File: src/drive_run_supervisor_params.svh
// constants of the drive run supervisor: offsets, fields, resets, timing
`ifndef DRIVE_RUN_SUPERVISOR_PARAMS_SVH
`define DRIVE_RUN_SUPERVISOR_PARAMS_SVH
`define OFF_CTRL 8'h00
`define OFF_TOTAL_LIMIT 8'h04
`define OFF_FREQ 8'h08
`define OFF_DELAY 8'h0c
`define OFF_TIMER_SET 8'h10
`define OFF_PRES_LIMIT 8'h14
`define OFF_STATUS 8'h18
`define OFF_REMAIN 8'h1c
`define OFF_HOURS 8'h20
`define OFF_IRQ_STAT 8'h24
`define OFF_IRQ_MASK 8'h28
`define CTRL_ACTION 0
`define CTRL_FAN 1
`define CTRL_TIMER_EN 2
`define CTRL_SRC_LO 3
`define CTRL_SRC_HI 4
`define CTRL_PROT 5
`define IRQ_TIMER 0
`define IRQ_PRES 1
`define IRQ_TOTAL 2
`define IRQ_DORMANT 3
`define IRQ_WAKE 4
`define IRQ_BITS 5
`define RESET_ZERO 32'h0000_0000
`define RESP_OKAY 2'b00
`define RESP_SLVERR 2'b10
`define CLK_PERIOD_NS 4
`define TICK_TIME_NS 100000000
`define TICK_CYCLES (`TICK_TIME_NS / `CLK_PERIOD_NS)
`define DSEC_PER_DMIN 60
`define DSEC_PER_HOUR 36000
`define FAN_TEMP_C 40
`define AI_FULL 1024
`define AI_SHIFT 10
`endif

File: src/drive_run_supervisor_pkg.sv
// types of the drive run supervisor
package drive_run_supervisor_pkg;
	typedef enum logic [1:0] {IDLE_ST, RUN_ST, DORM_ST, HALT_ST} run_e;
	typedef struct packed {
		logic action;
		logic fanMode;
		logic timerEn;
		logic [1:0] timerSrc;
		logic protSel;
		logic [15:0] totalLimit;
		logic [15:0] sleepFreq;
		logic [15:0] wakeFreq;
		logic [15:0] sleepDelay;
		logic [15:0] wakeDelay;
		logic [15:0] timerSet;
		logic [15:0] presLimit;
	} cfg_s;
	typedef struct packed {
		logic driveRun;
		logic dormant;
		logic fanOn;
		logic timerReached;
		logic presentRunReached;
		logic totalRunReached;
	} flags_s;
	typedef struct packed {
		run_e run;
		logic [31:0] tickCnt;
		logic [5:0] minSub;
		logic [15:0] hourSub;
		logic [15:0] delayCnt;
		logic [15:0] elapsed;
		logic [15:0] hours;
		logic armed;
		logic fan;
		logic timerHit;
		logic presHit;
		logic totHit;
		cfg_s cfg;
		logic [4:0] irqStat;
		logic [4:0] irqMask;
		logic irqLine;
		logic awHeld;
		logic [7:0] awAddr;
		logic wHeld;
		logic [31:0] wData;
		logic [3:0] wStrb;
		logic bvalid;
		logic [1:0] bresp;
		logic rvalid;
		logic [31:0] rdata;
		logic [1:0] rresp;
	} state_s;
endpackage

File: src/drive_run_supervisor.sv
// drive run supervisor: run limits, fan, dormancy, timing, start protection
// How it works
// RULE1 - total time reached: action 0 keeps running, action 1 stops the drive
// RULE2 - fan mode 0: fan on while running, else only above 40 C; the code holds the fan's state at exactly 40 C
// RULE3 - fan mode 1: fan runs continuously from power-on; here fan mode resets to 0, fan runs from the cycle after mode 1 is set
// RULE4 - running at or below dormant frequency: dormant and stop after delay
// RULE5 - dormant, run command on, at or above wakeup frequency: restart after delay
// RULE6 - both frequencies zero disables dormant and wakeup
// RULE7 - dormant freq clamped to wakeup; wakeup between dormant and maximum
// RULE8 - software should set wakeup frequency at or above dormant frequency
// RULE9 - timing enabled: time each start, stop and flag on expiry
// RULE10 - timing restarts from zero each start; remaining time readable
// RULE11 - duration from fixed setting or analog one to three, full scale equals setting
// RULE12 - duration counted in 0.1 minute steps up to the setting
// RULE13 - present run time reaching its threshold raises its output
// RULE14 - protection 0: ignore run already on at power-on until re-asserted
// RULE15 - run held across fault reset is ignored until released once
// RULE16 - protection 1: act on run already asserted at power-on or fault reset
// RULE17 - total running hours accumulate; output raised at threshold
// RULE18 - delays and durations counted from prescaled 0.1 second tick
`timescale 1ns/1ps
`include "drive_run_supervisor_params.svh"
module drive_run_supervisor
	import drive_run_supervisor_pkg::*;
#(
	parameter int TICK_CYCLES = `TICK_CYCLES,
	parameter int HOUR_DSEC = `DSEC_PER_HOUR
) (
	input wire logic mclk,
	input wire logic srst,
	input wire logic runCmd,
	input wire logic faultReset,
	input wire logic [15:0] setFreq,
	input wire logic [15:0] maxFreq,
	input wire logic signed [7:0] heatsinkTemp,
	input wire logic [10:0] analogInputOne,
	input wire logic [10:0] analogInputTwo,
	input wire logic [10:0] analogInputThree,
	output flags_s flags,
	output logic irq,
	input wire logic [7:0] s_axi_awaddr,
	input wire logic s_axi_awvalid,
	output logic s_axi_awready,
	input wire logic [31:0] s_axi_wdata,
	input wire logic [3:0] s_axi_wstrb,
	input wire logic s_axi_wvalid,
	output logic s_axi_wready,
	output logic [1:0] s_axi_bresp,
	output logic s_axi_bvalid,
	input wire logic s_axi_bready,
	input wire logic [7:0] s_axi_araddr,
	input wire logic s_axi_arvalid,
	output logic s_axi_arready,
	output logic [31:0] s_axi_rdata,
	output logic [1:0] s_axi_rresp,
	output logic s_axi_rvalid,
	input wire logic s_axi_rready
);
	// refuse counts that the prescaler and hour counter cannot hold
	if (TICK_CYCLES < 1 || HOUR_DSEC < 2 || HOUR_DSEC > 65535) begin : g_badCount
		$error("drive_run_supervisor: unsupported tick or hour count");
	end

	state_s s_reg;
	state_s s_next;
	logic tick, minTick, hourTick, runEff, totReached, limitStop;
	logic sleepOn, timerDone, startUp;
	logic [15:0] sleepEff, wakeEff, duration, remaining;
	logic [10:0] aiSel;
	logic [4:0] events;

	// word-aligned offsets inside the map are valid
	function automatic logic mapped(input logic [7:0] a);
		return a[1:0] == 2'b00 && a <= `OFF_IRQ_MASK;
	endfunction

	// byte lanes replace only the strobed bytes
	function automatic logic [31:0] merge(input logic [31:0] old, input logic [31:0] d,
		input logic [3:0] strb);
		logic [31:0] r;
		r = old;
		for (int i = 0; i < 4; i++) begin
			if (strb[i]) begin
				r[i*8 +: 8] = d[i*8 +: 8];
			end
		end
		return r;
	endfunction

	// analog full scale (saturated) maps to the fixed setting
	function automatic logic [15:0] scaleDur(input logic [15:0] setv, input logic [10:0] ai);
		logic [10:0] a;
		logic [26:0] p;
		a = (ai > 11'(`AI_FULL)) ? 11'(`AI_FULL) : ai;
		p = setv * a;
		return p[`AI_SHIFT +: 16];
	endfunction

	// RULE18 prescaled tick
	assign tick = s_reg.tickCnt == 32'(TICK_CYCLES - 1);
	assign minTick = tick && s_reg.minSub == 6'(`DSEC_PER_DMIN - 1);
	assign hourTick = tick && s_reg.hourSub == 16'(HOUR_DSEC - 1);
	// RULE14 RULE16 protection gate
	assign runEff = runCmd && !(s_reg.armed && !s_reg.cfg.protSel);
	// RULE17 total hour threshold
	assign totReached = s_reg.cfg.totalLimit != 16'h0000 && s_reg.hours >= s_reg.cfg.totalLimit;
	// RULE1 stop on limit
	assign limitStop = totReached && s_reg.cfg.action;
	// RULE6 enable of dormancy
	assign sleepOn = s_reg.cfg.sleepFreq != 16'h0000 || s_reg.cfg.wakeFreq != 16'h0000;
	// RULE7 clamped frequencies
	assign sleepEff = (s_reg.cfg.sleepFreq > s_reg.cfg.wakeFreq) ? s_reg.cfg.wakeFreq
		: s_reg.cfg.sleepFreq;
	assign wakeEff = (s_reg.cfg.wakeFreq < sleepEff) ? sleepEff
		: (s_reg.cfg.wakeFreq > maxFreq) ? maxFreq : s_reg.cfg.wakeFreq;

	// RULE11 duration source select
	always_comb begin
		case (s_reg.cfg.timerSrc)
			2'h1: aiSel = analogInputOne;
			2'h2: aiSel = analogInputTwo;
			2'h3: aiSel = analogInputThree;
			default: aiSel = 11'(`AI_FULL);
		endcase
	end
	assign duration = scaleDur(s_reg.cfg.timerSet, aiSel);
	// RULE9 expiry
	assign timerDone = s_reg.cfg.timerEn && s_reg.elapsed >= duration;
	// RULE10 remaining time view
	assign remaining = (s_reg.elapsed >= duration) ? 16'h0000 : duration - s_reg.elapsed;

	// whole next state: counters, run machine, flags, bus
	always_comb begin
		s_next = s_reg;
		startUp = 1'b0;
		events = '0;
		s_next.tickCnt = tick ? 32'h0000_0000 : s_reg.tickCnt + 32'h0000_0001;
		// RULE12 run time in 0.1 minute steps
		if (s_reg.run == RUN_ST && tick) begin
			s_next.minSub = minTick ? 6'h00 : s_reg.minSub + 6'h01;
			s_next.hourSub = hourTick ? 16'h0000 : s_reg.hourSub + 16'h0001;
			if (minTick && s_reg.elapsed != 16'hffff) begin
				s_next.elapsed = s_reg.elapsed + 16'h0001;
			end
			// RULE17 hour accumulation
			if (hourTick && s_reg.hours != 16'hffff) begin
				s_next.hours = s_reg.hours + 16'h0001;
			end
		end
		// RULE15 fault reset re-arms; release disarms
		if (faultReset) begin
			s_next.armed = 1'b1;
		end else if (!runCmd) begin
			s_next.armed = 1'b0;
		end
		case (s_reg.run)
			IDLE_ST: begin
				if (runEff && !limitStop) begin
					startUp = 1'b1;
				end
			end
			RUN_ST: begin
				if (!runEff) begin
					s_next.run = IDLE_ST;
				end else if (limitStop) begin
					s_next.run = HALT_ST;
				end else if (timerDone) begin
					s_next.run = HALT_ST;
					s_next.timerHit = 1'b1;
				// RULE4 dormant entry
				end else if (sleepOn && setFreq <= sleepEff) begin
					if (s_reg.delayCnt >= s_reg.cfg.sleepDelay) begin
						s_next.run = DORM_ST;
						s_next.delayCnt = 16'h0000;
						events[`IRQ_DORMANT] = 1'b1;
					end else if (tick) begin
						s_next.delayCnt = s_reg.delayCnt + 16'h0001;
					end
				end else begin
					s_next.delayCnt = 16'h0000;
				end
			end
			DORM_ST: begin
				if (!runEff) begin
					s_next.run = IDLE_ST;
				// RULE5 wakeup
				end else if (setFreq >= wakeEff) begin
					if (s_reg.delayCnt >= s_reg.cfg.wakeDelay) begin
						startUp = 1'b1;
						events[`IRQ_WAKE] = 1'b1;
					end else if (tick) begin
						s_next.delayCnt = s_reg.delayCnt + 16'h0001;
					end
				end else begin
					s_next.delayCnt = 16'h0000;
				end
			end
			HALT_ST: begin
				if (!runEff) begin
					s_next.run = IDLE_ST;
				end
			end
			default: s_next.run = IDLE_ST;
		endcase
		// RULE10 timing restarts at every start
		if (startUp) begin
			s_next.run = RUN_ST;
			s_next.elapsed = 16'h0000;
			s_next.minSub = 6'h00;
			s_next.delayCnt = 16'h0000;
			s_next.timerHit = 1'b0;
			s_next.presHit = 1'b0;
		end
		// RULE13 present run threshold
		if (s_reg.run == RUN_ST && s_reg.cfg.presLimit != 16'h0000
			&& s_reg.elapsed >= s_reg.cfg.presLimit) begin
			s_next.presHit = 1'b1;
		end
		s_next.totHit = totReached;
		// RULE2 RULE3 fan; at exactly 40 C the fan keeps its state
		if (s_reg.cfg.fanMode || s_reg.run == RUN_ST || heatsinkTemp > 8'sd40) begin
			s_next.fan = 1'b1;
		end else if (heatsinkTemp < 8'sd40) begin
			s_next.fan = 1'b0;
		end
		events[`IRQ_TIMER] = s_next.timerHit && !s_reg.timerHit;
		events[`IRQ_PRES] = s_next.presHit && !s_reg.presHit;
		events[`IRQ_TOTAL] = s_next.totHit && !s_reg.totHit;
		// axi write: address and data captured in either order
		if (s_axi_awvalid && s_axi_awready) begin
			s_next.awHeld = 1'b1;
			s_next.awAddr = s_axi_awaddr;
		end
		if (s_axi_wvalid && s_axi_wready) begin
			s_next.wHeld = 1'b1;
			s_next.wData = s_axi_wdata;
			s_next.wStrb = s_axi_wstrb;
		end
		if (s_reg.bvalid && s_axi_bready) begin
			s_next.bvalid = 1'b0;
		end
		if (s_reg.awHeld && s_reg.wHeld && !s_reg.bvalid) begin
			s_next.awHeld = 1'b0;
			s_next.wHeld = 1'b0;
			s_next.bvalid = 1'b1;
			s_next.bresp = mapped(s_reg.awAddr) ? `RESP_OKAY : `RESP_SLVERR;
			case (s_reg.awAddr)
				`OFF_CTRL: begin
					s_next.cfg.action = s_reg.wStrb[0] ? s_reg.wData[`CTRL_ACTION] : s_reg.cfg.action;
					s_next.cfg.fanMode = s_reg.wStrb[0] ? s_reg.wData[`CTRL_FAN] : s_reg.cfg.fanMode;
					s_next.cfg.timerEn = s_reg.wStrb[0] ? s_reg.wData[`CTRL_TIMER_EN]
						: s_reg.cfg.timerEn;
					s_next.cfg.timerSrc = s_reg.wStrb[0] ? s_reg.wData[`CTRL_SRC_HI:`CTRL_SRC_LO]
						: s_reg.cfg.timerSrc;
					s_next.cfg.protSel = s_reg.wStrb[0] ? s_reg.wData[`CTRL_PROT] : s_reg.cfg.protSel;
				end
				`OFF_TOTAL_LIMIT: s_next.cfg.totalLimit =
					16'(merge({16'h0000, s_reg.cfg.totalLimit}, s_reg.wData, s_reg.wStrb));
				`OFF_FREQ: {s_next.cfg.wakeFreq, s_next.cfg.sleepFreq} =
					merge({s_reg.cfg.wakeFreq, s_reg.cfg.sleepFreq}, s_reg.wData, s_reg.wStrb);
				`OFF_DELAY: {s_next.cfg.wakeDelay, s_next.cfg.sleepDelay} =
					merge({s_reg.cfg.wakeDelay, s_reg.cfg.sleepDelay}, s_reg.wData, s_reg.wStrb);
				`OFF_TIMER_SET: s_next.cfg.timerSet =
					16'(merge({16'h0000, s_reg.cfg.timerSet}, s_reg.wData, s_reg.wStrb));
				`OFF_PRES_LIMIT: s_next.cfg.presLimit =
					16'(merge({16'h0000, s_reg.cfg.presLimit}, s_reg.wData, s_reg.wStrb));
				`OFF_IRQ_MASK: s_next.irqMask = s_reg.wStrb[0] ? s_reg.wData[4:0] : s_reg.irqMask;
				default: s_next.bresp = s_next.bresp;
			endcase
		end
		// axi read; interrupt status read clears, a new event in that cycle survives
		if (s_reg.rvalid && s_axi_rready) begin
			s_next.rvalid = 1'b0;
		end
		if (s_axi_arvalid && s_axi_arready) begin
			s_next.rvalid = 1'b1;
			s_next.rresp = mapped(s_axi_araddr) ? `RESP_OKAY : `RESP_SLVERR;
			case (s_axi_araddr)
				`OFF_CTRL: s_next.rdata = {26'h0, s_reg.cfg.protSel, s_reg.cfg.timerSrc,
					s_reg.cfg.timerEn, s_reg.cfg.fanMode, s_reg.cfg.action};
				`OFF_TOTAL_LIMIT: s_next.rdata = {16'h0000, s_reg.cfg.totalLimit};
				`OFF_FREQ: s_next.rdata = {s_reg.cfg.wakeFreq, s_reg.cfg.sleepFreq};
				`OFF_DELAY: s_next.rdata = {s_reg.cfg.wakeDelay, s_reg.cfg.sleepDelay};
				`OFF_TIMER_SET: s_next.rdata = {16'h0000, s_reg.cfg.timerSet};
				`OFF_PRES_LIMIT: s_next.rdata = {16'h0000, s_reg.cfg.presLimit};
				`OFF_STATUS: s_next.rdata = {24'h0, s_reg.armed, s_reg.run, s_reg.fan,
					s_reg.timerHit, s_reg.presHit, s_reg.totHit, 1'b0};
				`OFF_REMAIN: s_next.rdata = {16'h0000, remaining};
				`OFF_HOURS: s_next.rdata = {16'h0000, s_reg.hours};
				`OFF_IRQ_STAT: begin
					s_next.rdata = {27'h0, s_reg.irqStat};
					s_next.irqStat = 5'h00;
				end
				`OFF_IRQ_MASK: s_next.rdata = {27'h0, s_reg.irqMask};
				default: s_next.rdata = `RESET_ZERO;
			endcase
		end
		s_next.irqStat = s_next.irqStat | events;
		s_next.irqLine = |(s_next.irqStat & s_next.irqMask);
	end

	// state register; power-on arms start protection
	always_ff @(posedge mclk) begin
		if (srst) begin
			s_reg <= '0;
			s_reg.armed <= 1'b1;
		end else begin
			s_reg <= s_next;
		end
	end

	// handshakes from state, data from flops
	assign s_axi_awready = !s_reg.awHeld && !s_reg.bvalid;
	assign s_axi_wready = !s_reg.wHeld && !s_reg.bvalid;
	assign s_axi_bvalid = s_reg.bvalid;
	assign s_axi_bresp = s_reg.bresp;
	assign s_axi_arready = !s_reg.rvalid;
	assign s_axi_rvalid = s_reg.rvalid;
	assign s_axi_rdata = s_reg.rdata;
	assign s_axi_rresp = s_reg.rresp;
	assign irq = s_reg.irqLine;
	assign flags = '{driveRun: s_reg.run == RUN_ST, dormant: s_reg.run == DORM_ST,
		fanOn: s_reg.fan, timerReached: s_reg.timerHit, presentRunReached: s_reg.presHit,
		totalRunReached: s_reg.totHit};
endmodule // drive_run_supervisor

File: config.mk
export PLATFORM = sky130hd
export DESIGN_NAME = drive_run_supervisor
export DESIGN_NICKNAME = d
export VERILOG_FILES = /design/src/drive_run_supervisor_pkg.sv /design/src/drive_run_supervisor.sv
export VERILOG_INCLUDE_DIRS = /design/src
export SDC_FILE = /design/constraint.sdc
export NUM_CORES = 1
export LEC_CHECK = 0
export BUFFER_PORTS_ARGS = -buffer_cell sky130_fd_sc_hd__buf_2
export CAP_MARGIN = 20
export CORE_MARGIN = 1.5
export CORE_UTILIZATION = 50
export CTS_BUF_LIST = sky130_fd_sc_hd__clkbuf_8
export DETAILED_ROUTE_END_ITERATION = 8
export PLACE_DENSITY_LB_ADDON = 0.25
export SYNTH_ARGS = -nofsm -noshare
export SYNTH_HDL_FRONTEND = slang
export SYNTH_SLANG_ARGS = --single-unit
File: constraint.sdc
create_clock -name mclk -period 11.35 [get_ports mclk]
set_input_delay 1.135 -clock mclk [delete_from_list [all_inputs] [get_ports mclk]]
set_output_delay 1.135 -clock mclk [all_outputs]
set_load 0.1 [all_outputs]
==> results summary, run 1 <==
The final count of pins violating max slew is 0. The final number of setup-violating endpoints came out at 0. The first-pass GRT wire length came out at 115000 um. The post-cts sizing count came out at 0. The post-CTS repair timing setup buffer count came out at 0. The fraction of the yosys area taken by sequential cells came out at 26.7%. The area enclosed by the die boundary is 49300 um2. For this run, the number of Yosys warnings is 0. The relative slew slack is 23.0%. For this run, the top clock speed supported by timing is 94.2 MHz. The total via count after detailed routing came out at 21100.

The CTS H-tree depth came out at 2. The total CTS buffers is 54. The share of Yosys cell area claimed by the top area cell type is 26.7%. In the routed layout, each cell is associated on average with a via count of 5.80. The effective utilization at floorplan is 50.4%.

The arrival time reported for the critical path endpoint came out at 11.14 ns. The total power divided by cell area came out at 92.4 nW/um2. The share of synthesized registers carrying an async set or reset is 0%.

The critical register-to-register path startpoint is s_reg[208]. After detailed routing, the average wire length per cell comes to 19.9 um. The startpoint identified for the worst hold timing path is s_reg[38]. The number of antenna violations at the first check in global routing is 2.

In the finished design, the share of the clock period the worst path needs comes to 93.5%. The flip-flop count of the largest register after layout came out at 279. The largest stage delay on the critical path is 0.85 ns.

The least setup slack across all paths after layout came out at 0.740 ns. The cell count after synthesis came out at 2860. The critical path in this run is classified as reg2reg.

The number of enable flip-flop cells after synthesis is 0. Among all flip-flop cells after synthesis, the most frequent one is sky130_fd_sc_hd__dfxtp_1. In the post-synthesis netlist, the cell with the most instances is sky130_fd_sc_hd__nor2_1. After detailed routing, the number of remaining DRC violations is 0.

The number of global-route vias before repair came out at 21000. Counting every sink on the clock net gives 320. The worst setup path is captured at a flop. The final hold violation count is 0.

The final routed wirelength across all metal layers is 72200 um. At the pin with the least slew margin, the transition time is 1.16 ns. The maximum net fanout on the critical path is 16. For this design, the slowest cell found on the critical path is sky130_fd_sc_hd__nor2_1. The worst setup slack for register-to-register paths came out at 0.74 ns. At the later pin of the worst-skew pair, clock insertion delay measures 0.67 ns.

The type of origin of the critical path is a flop. The initial detailed-routing violation count came out at 1602. The critical path starts at s_reg[208]. The deepest clock path buffer count came out at 3. By area the synthesized netlist is led by sky130_fd_sc_hd__dfxtp_1 27%, sky130_fd_sc_hd__ha_1 12%, sky130_fd_sc_hd__fa_1 10%. The number of library cell types mapped by synthesis is 79.

In this run the clock root is driven by a sky130_fd_sc_hd__clkbuf_8. The clock arrives with 0.0465 ns of skew. In this run the worst hold path is classified as reg2reg.

The max-capacitance violation count is 0. The register bit total from synthesis came out at 320. Pin placement for this block handled 182 I/O pins. The total placed instance area is 25100 um2. The run finished with clean final reports.

The floorplan has 80 rows. In this design, the critical path's most frequently occurring cell is sky130_fd_sc_hd__fa_1. Setup repair after global routing left no endpoint under its margin.

At the end of the flow, the number of nets in the layout was 3456. The die width came out at 222 um. Detailed placement finished with a half-perimeter wire length of 56100 um. The placement-stage worst setup slack came out at 0.895 ns.

In this run the standard cell core region covers 47500 um2. In the global route stage, overall resource usage came out at 29.5%. Clock-pin slew was measured on the worst setup and hold paths at 0.06 ns. Adding up every negative setup slack in the final design gives 0 ns. The share of final-layout standard cells stronger than drive strength 1 came out at 11.5%. The growth of design area from synthesis to finish is 9.81%.

The synthesized area per cell is 8.38 um2. The congestion estimate from routability-driven global placement came to 0.976. Summing all non-filler instances in the final layout gives an area of 26300 um2. The detail route stage leaves a number of antenna-violating nets equal to 0. The final worst hold slack is 0.463 ns. After synthesis, the most frequently instantiated cells are 348 x sky130_fd_sc_hd__nor2_1, 320 x sky130_fd_sc_hd__dfxtp_1, 299 x sky130_fd_sc_hd__nand2_1. TritonCTS built the clock tree. The die height came out at 222 um. The first detailed-routing pass took 8 iterations. IR analysis of the VDD net gives a maximum drop of 108 uV. Global routing finished with a remaining overflow of 0. The netlist area before placement is 24000 um2. The count of buffers added on input and output ports is 179.

For the finished layout, the period the worst path requires is 10.61 ns. The leakage power of the design is 0.0122 uW. The total of hold buffers inserted after clock tree synthesis is 0. sky130_fd_sc_hd__dfxtp_1 takes more of the synthesized area than any other cell. The kind of cell with the highest combined delay along the critical path is simple AND/OR/NAND/NOR gates. The buffer and inverter count on the worst path came out at 4. The required time of the critical path came out at 11.88 ns. The pin count of the biggest net entering global routing came out at 84.
## routing by layer
layer | share of wire (%) | GRT usage [%] | vias up
met5 | 0.014 | 0 | -
met4 | 4.2 | 13.0 | 2
met3 | 7.4 | 4.98 | 156
met2 | 46 | 48.9 | 763
met1 | 42 | 37.8 | 10200
li1 | - | - | 9923
## worst reg2reg max path: cells and delay by family (launching register included)
family / cells / cell delay (ns)
flops: 1 / 0.74
xor+xnor: 2 / 0.33
compound gates: 11 / 2.66
simple gates: 9 / 3.27
buf+inv: 4 / 0.39
fa+ha+maj: 7 / 3.09
## power breakdown
| group | total (uW) | internal [uW] | switching [uW] |
|---|---|---|---|
| Sequential | 1160 | 1140 | 22.6 |
| Clock | 1120 | 621 | 501 |
| Combinational | 149 | 47.9 | 101 |
## worst paths after layout
path | cells after the start | end
worst max-delay path | 33 | s_reg[259]
worst min-delay path | 2 | s_reg[38]
worst max register to register | 33 | s_reg[259]
worst min register to register | 2 | s_reg[38]
## per-stage QoR
step	cells	util [%]	total power, uW
2_1_floorplan	2861	-	1270
3_3_place_gp	3530	52.8	1330
3_5_place_dp	3531	52.8	1330
4_1_cts	3630	55.3	2450
5_1_grt	3632	55.4	2510
6_report	3633	55.4	2430
## area by class of cell
cell class                      instances  area [um2]
Clock inverter                         30         245
Multi-Input combinational cell       2102       15800
Tap cell                              615         769
Timing Repair Buffer                  205        1090
Fill cell                            4350       21200
Sequential cell                       320        6410
Inverter                              291        1090
Clock buffer                           69         950
Antenna cell                            1        2.50
## layout by cell type (no fill, tap or decap), types with 49 or more instances in the layout
cell / count
sky130_fd_sc_hd__a22oi_1: 67
sky130_fd_sc_hd__a21oi_1: 168
sky130_fd_sc_hd__a21o_1: 49
sky130_fd_sc_hd__mux2i_1: 139
sky130_fd_sc_hd__nor2_1: 347
sky130_fd_sc_hd__xor2_1: 52
sky130_fd_sc_hd__nand4_1: 53
sky130_fd_sc_hd__nand2_1: 299
sky130_fd_sc_hd__nand3_1: 58
sky130_fd_sc_hd__dfxtp_1: 320
sky130_fd_sc_hd__buf_2: 179
sky130_fd_sc_hd__fa_1: 124
sky130_fd_sc_hd__and2_1: 82
sky130_fd_sc_hd__clkbuf_8: 69
sky130_fd_sc_hd__xnor2_1: 53
sky130_fd_sc_hd__ha_1: 224
sky130_fd_sc_hd__inv_1: 303
## cells by family (layout without fill, tap and decap cells)
logic type	after synthesis	after routing	share of synthesized area, %
and+or+nand+nor	1031	1031	20.2
DFF	320	320	26.7
adders and majority gates	348	348	22.0
xor gates and xnor gates	105	105	3.84
other	1	3	0.0156
AOI/OAI and AO/OA	446	446	12.3
buffers and inverters	439	595	7.59
muxes	170	170	7.26
Power figures use the tool's default switching activity.
==> run 2, diff against run 1 <==
Settings changed: CORE_ASPECT_RATIO set to 0.9.
==> results summary, run 2 (synthesized netlist as in run 1, its figures left out) <==
The run finished, with violations left. The final reports fail on DRC. The switching share of power is 25.6% (-0.069 points). Setup repair after global routing left no endpoint under its margin. The startpoint identified for the worst register-to-register timing path is s_reg[208]. The number of vias per cell after detailed routing came out at 5.80 (about the same). CTS placed an instance of sky130_fd_sc_hd__clkbuf_8 at the clock tree root.

The max-capacitance violation count is 0 (unchanged). The flip-flop count of the largest register after layout came to 279 (unchanged). The first-pass iteration count of the detailed router is 9 (+1). The final period utilization came out at 92.1% (-1.4 points).

The internal power consumption came out at 1820 uW (+0.85%). The port buffer count came out at 179 (unchanged). The final standard cell area without fillers came out at 26400 um2 (+0.11%). The layout net count is 3458 (+0.058%). By instance count, the cell type seen most on the critical path is sky130_fd_sc_hd__fa_1. The number of cells after detailed placement is 3532 (+0.028%).

The first-pass GRT wire length came to 113000 um (-1.5%). The routed wirelength normalized by instance count was 19.9 um (+0.18%). STA classifies the critical path endpoint as a flop. The number of antenna diodes was 0 (-1). The residual DRC count is 1 (+1). The worst setup path is launched from a flop. The clock transition at the registers of the reported paths came out at 0.06 ns (about the same). The total power after layout came out at 2450 uW (+0.76%). The row count is 75 (-6.3%). The final estimated routing congestion in global placement was 0.941 (-3.6%).

The arrival time reported for the critical path endpoint is 10.96 ns (-0.18 ns). The CTS tree is yes. The final number of setup-violating endpoints is 0 (unchanged). The library cells used most frequently in the layout, excluding fill and tap cells, are 344 x sky130_fd_sc_hd__nor2_1, 320 x sky130_fd_sc_hd__dfxtp_1, 307 x sky130_fd_sc_hd__inv_1, 299 x sky130_fd_sc_hd__nand2_1, 224 x sky130_fd_sc_hd__ha_1. The total net switching power came out at 628 uW (+0.49%). The shortest clock period the worst path allows after layout was 10.45 ns (-0.159 ns). The clock latency at the later pin of the worst-skew pair came out at 0.65 ns (-0.02 ns). The total via count after detailed routing came to 21100 (+0.20%). The die height is 211 um (-5.1%). The required time of the critical path is 11.86 ns (-0.02 ns).

The CTS H-tree depth came out at 2 (unchanged). The maximum clock skew at final layout is 0.0235 ns (-0.0230 ns). The pin count of the biggest net entering global routing is 95 (+13%). The area enclosed by the die boundary came out at 49300 um2 (about the same).

The proportion of power drawn by the clock network came out at 46.5% (+0.3 points). The placeable core region came out at 47000 um2 (-1.1%). The number of global-route vias before repair is 20800 (-1.2%). The sequential group share of total power came out at 47.3% (-0.4 points). The final standard cell count with taps included and fillers excluded is 3637 (+0.11%). The total CTS buffers is 55 (+1.9%).

The remaining global-route overflow came out at 0 (unchanged). The largest stage delay on the critical path is 0.85 ns (about the same). The global-route usage over all layers is 29.5% (-0.035 points). The fmax came to 95.7 MHz (+1.5%). The share of final-layout standard cells stronger than drive strength 1 came out at 11.6% (+0.084 points). The CTS sink count came out at 320 (unchanged). The path type of the worst min-delay path is reg2reg. The aggregate negative setup slack came out at 0 ns (unchanged).

The growth of design area from synthesis to finish is 9.94%. The slew at the pin closest to its max-slew limit came out at 1.03 ns (-0.124 ns). The maximum net fanout on the critical path came out at 27 (+11). The number of antenna violations at the first check in global routing was 0 (-2).

The worst setup path is of the reg2reg kind. The total power divided by cell area is 93.0 nW/um2 (+0.64%). The worst IR drop on VDD came out at 118 uV (+9.8%). The part of the power in combinational logic was 6.2% (about the same). The source of the worst hold timing path is s_reg[38]. The final count of pins violating max slew came out at 0 (unchanged). The count of antenna-violating nets left after detailed routing is 0 (unchanged). Leaving out fill and tap cells, the most frequent cell in the layout is sky130_fd_sc_hd__nor2_1.

The deepest clock path buffer count is 3 (unchanged). The number of top-level pins is 182 (unchanged). The master of the slowest instance on the critical path is sky130_fd_sc_hd__dfxtp_1. The initial detailed-routing violation count is 1762 (+10%). The total of hold buffers inserted after clock tree synthesis came to 0 (unchanged). The total placed instance area came out at 25100 um2 (about the same).

The final routed wirelength across all metal layers came out at 72400 um (+0.29%). The detailed-placement wirelength estimate came to 55900 um (-0.35%). The effective utilization at floorplan came out at 51.0% (+0.57 points). The final hold violation count is 0 (unchanged). The relative slew slack came out at 31.1% (+8.1 points). The leakage power of the design came out at 0.0122 uW (+0.23%). The launch point of the worst path is s_reg[208]. The die width is 234 um (+5.3%).
-- run 2: cell types whose count changed in the layout (fill, tap and decap cells not counted) --
cell and change:
sky130_fd_sc_hd__inv_1 +4, sky130_fd_sc_hd__nor2_1 -3, sky130_fd_sc_hd__nor2_2 +3, sky130_fd_sc_hd__buf_6 +2, sky130_fd_sc_hd__buf_4 -1, sky130_fd_sc_hd__bufinv_16 +1, sky130_fd_sc_hd__clkbuf_8 -1, sky130_fd_sc_hd__clkinv_4 -1
sky130_fd_sc_hd__diode_2 -1, sky130_fd_sc_hd__inv_16 -1, sky130_fd_sc_hd__inv_8 +1, sky130_fd_sc_hd__nor2b_2 +1, sky130_fd_sc_hd__nor2b_4 -1
-- run 2: metrics by stage --
stage | utilization (%) | hold slack, ns | setup slack [ns]
after CTS | 56.0 | 0.467 | 0.726
after detailed placement | 53.4 | 0.457 | 0.802
after global routing | 56.1 | 0.486 | 0.203
after floorplan | - | 0.426 | 1.91
final | 56.1 | 0.466 | 0.898
after global placement | 53.4 | 0.446 | 1.01
-- run 2: repair_timing --
action | in CTS | in global routing
endpoints found under the setup margin | 0 | 16
setup buffers | 0 | 0
resized for setup | 0 | 3
-- run 2: critical path: cells and delay by family (launching register included) --
kind,cells,cell delay [ns]
and+or+nand+nor,11,2.89
AOI/OAI and AO/OA,10,2.41
DFF,1,0.85
adders and majority gates,7,3.15
xor gates and xnor gates,2,0.32
buffers and inverters,5,0.68
-- run 2: power by group through the flow --
| stage | Sequential [uW] | Combinational [uW] | Clock, uW |
|---|---|---|---|
| 2_1_floorplan | 1180 | 93.8 | 0 |
| 3_3_place_gp | 1180 | 146 | 0 |
| 3_5_place_dp | 1180 | 150 | 0 |
| 4_1_cts | 1160 | 150 | 1150 |
| 5_1_grt | 1160 | 165 | 1200 |
| 6_report | 1160 | 151 | 1140 |
-- run 2: worst paths after layout --
| check | cells after the start | end | slack, ns |
|---|---|---|---|
| worst max-delay path | 35 | s_reg[255] | 0.90 |
| worst min-delay path | 2 | s_reg[38] | 0.47 |
| worst max register to register | 35 | s_reg[255] | 0.90 |
| worst min register to register | 2 | s_reg[38] | 0.47 |
-- run 2: layout make-up --
class,instances,area [um2]
Clock buffer,68,936
Multi-Input combinational cell,2102,15800
Clock inverter,34,273
Timing Repair Buffer,206,1110
Inverter,291,1090
Tap cell,616,771
Fill cell,4345,20700
Sequential cell,320,6410
-- run 2: routing by layer --
layer	global-route usage, %	part of all wire (%)	wire (um)
met1	40.2	43	31500
met2	47.3	45	32800
met3	6.09	8.9	6430
met4	7.65	2.3	1700
met5	0	0	0
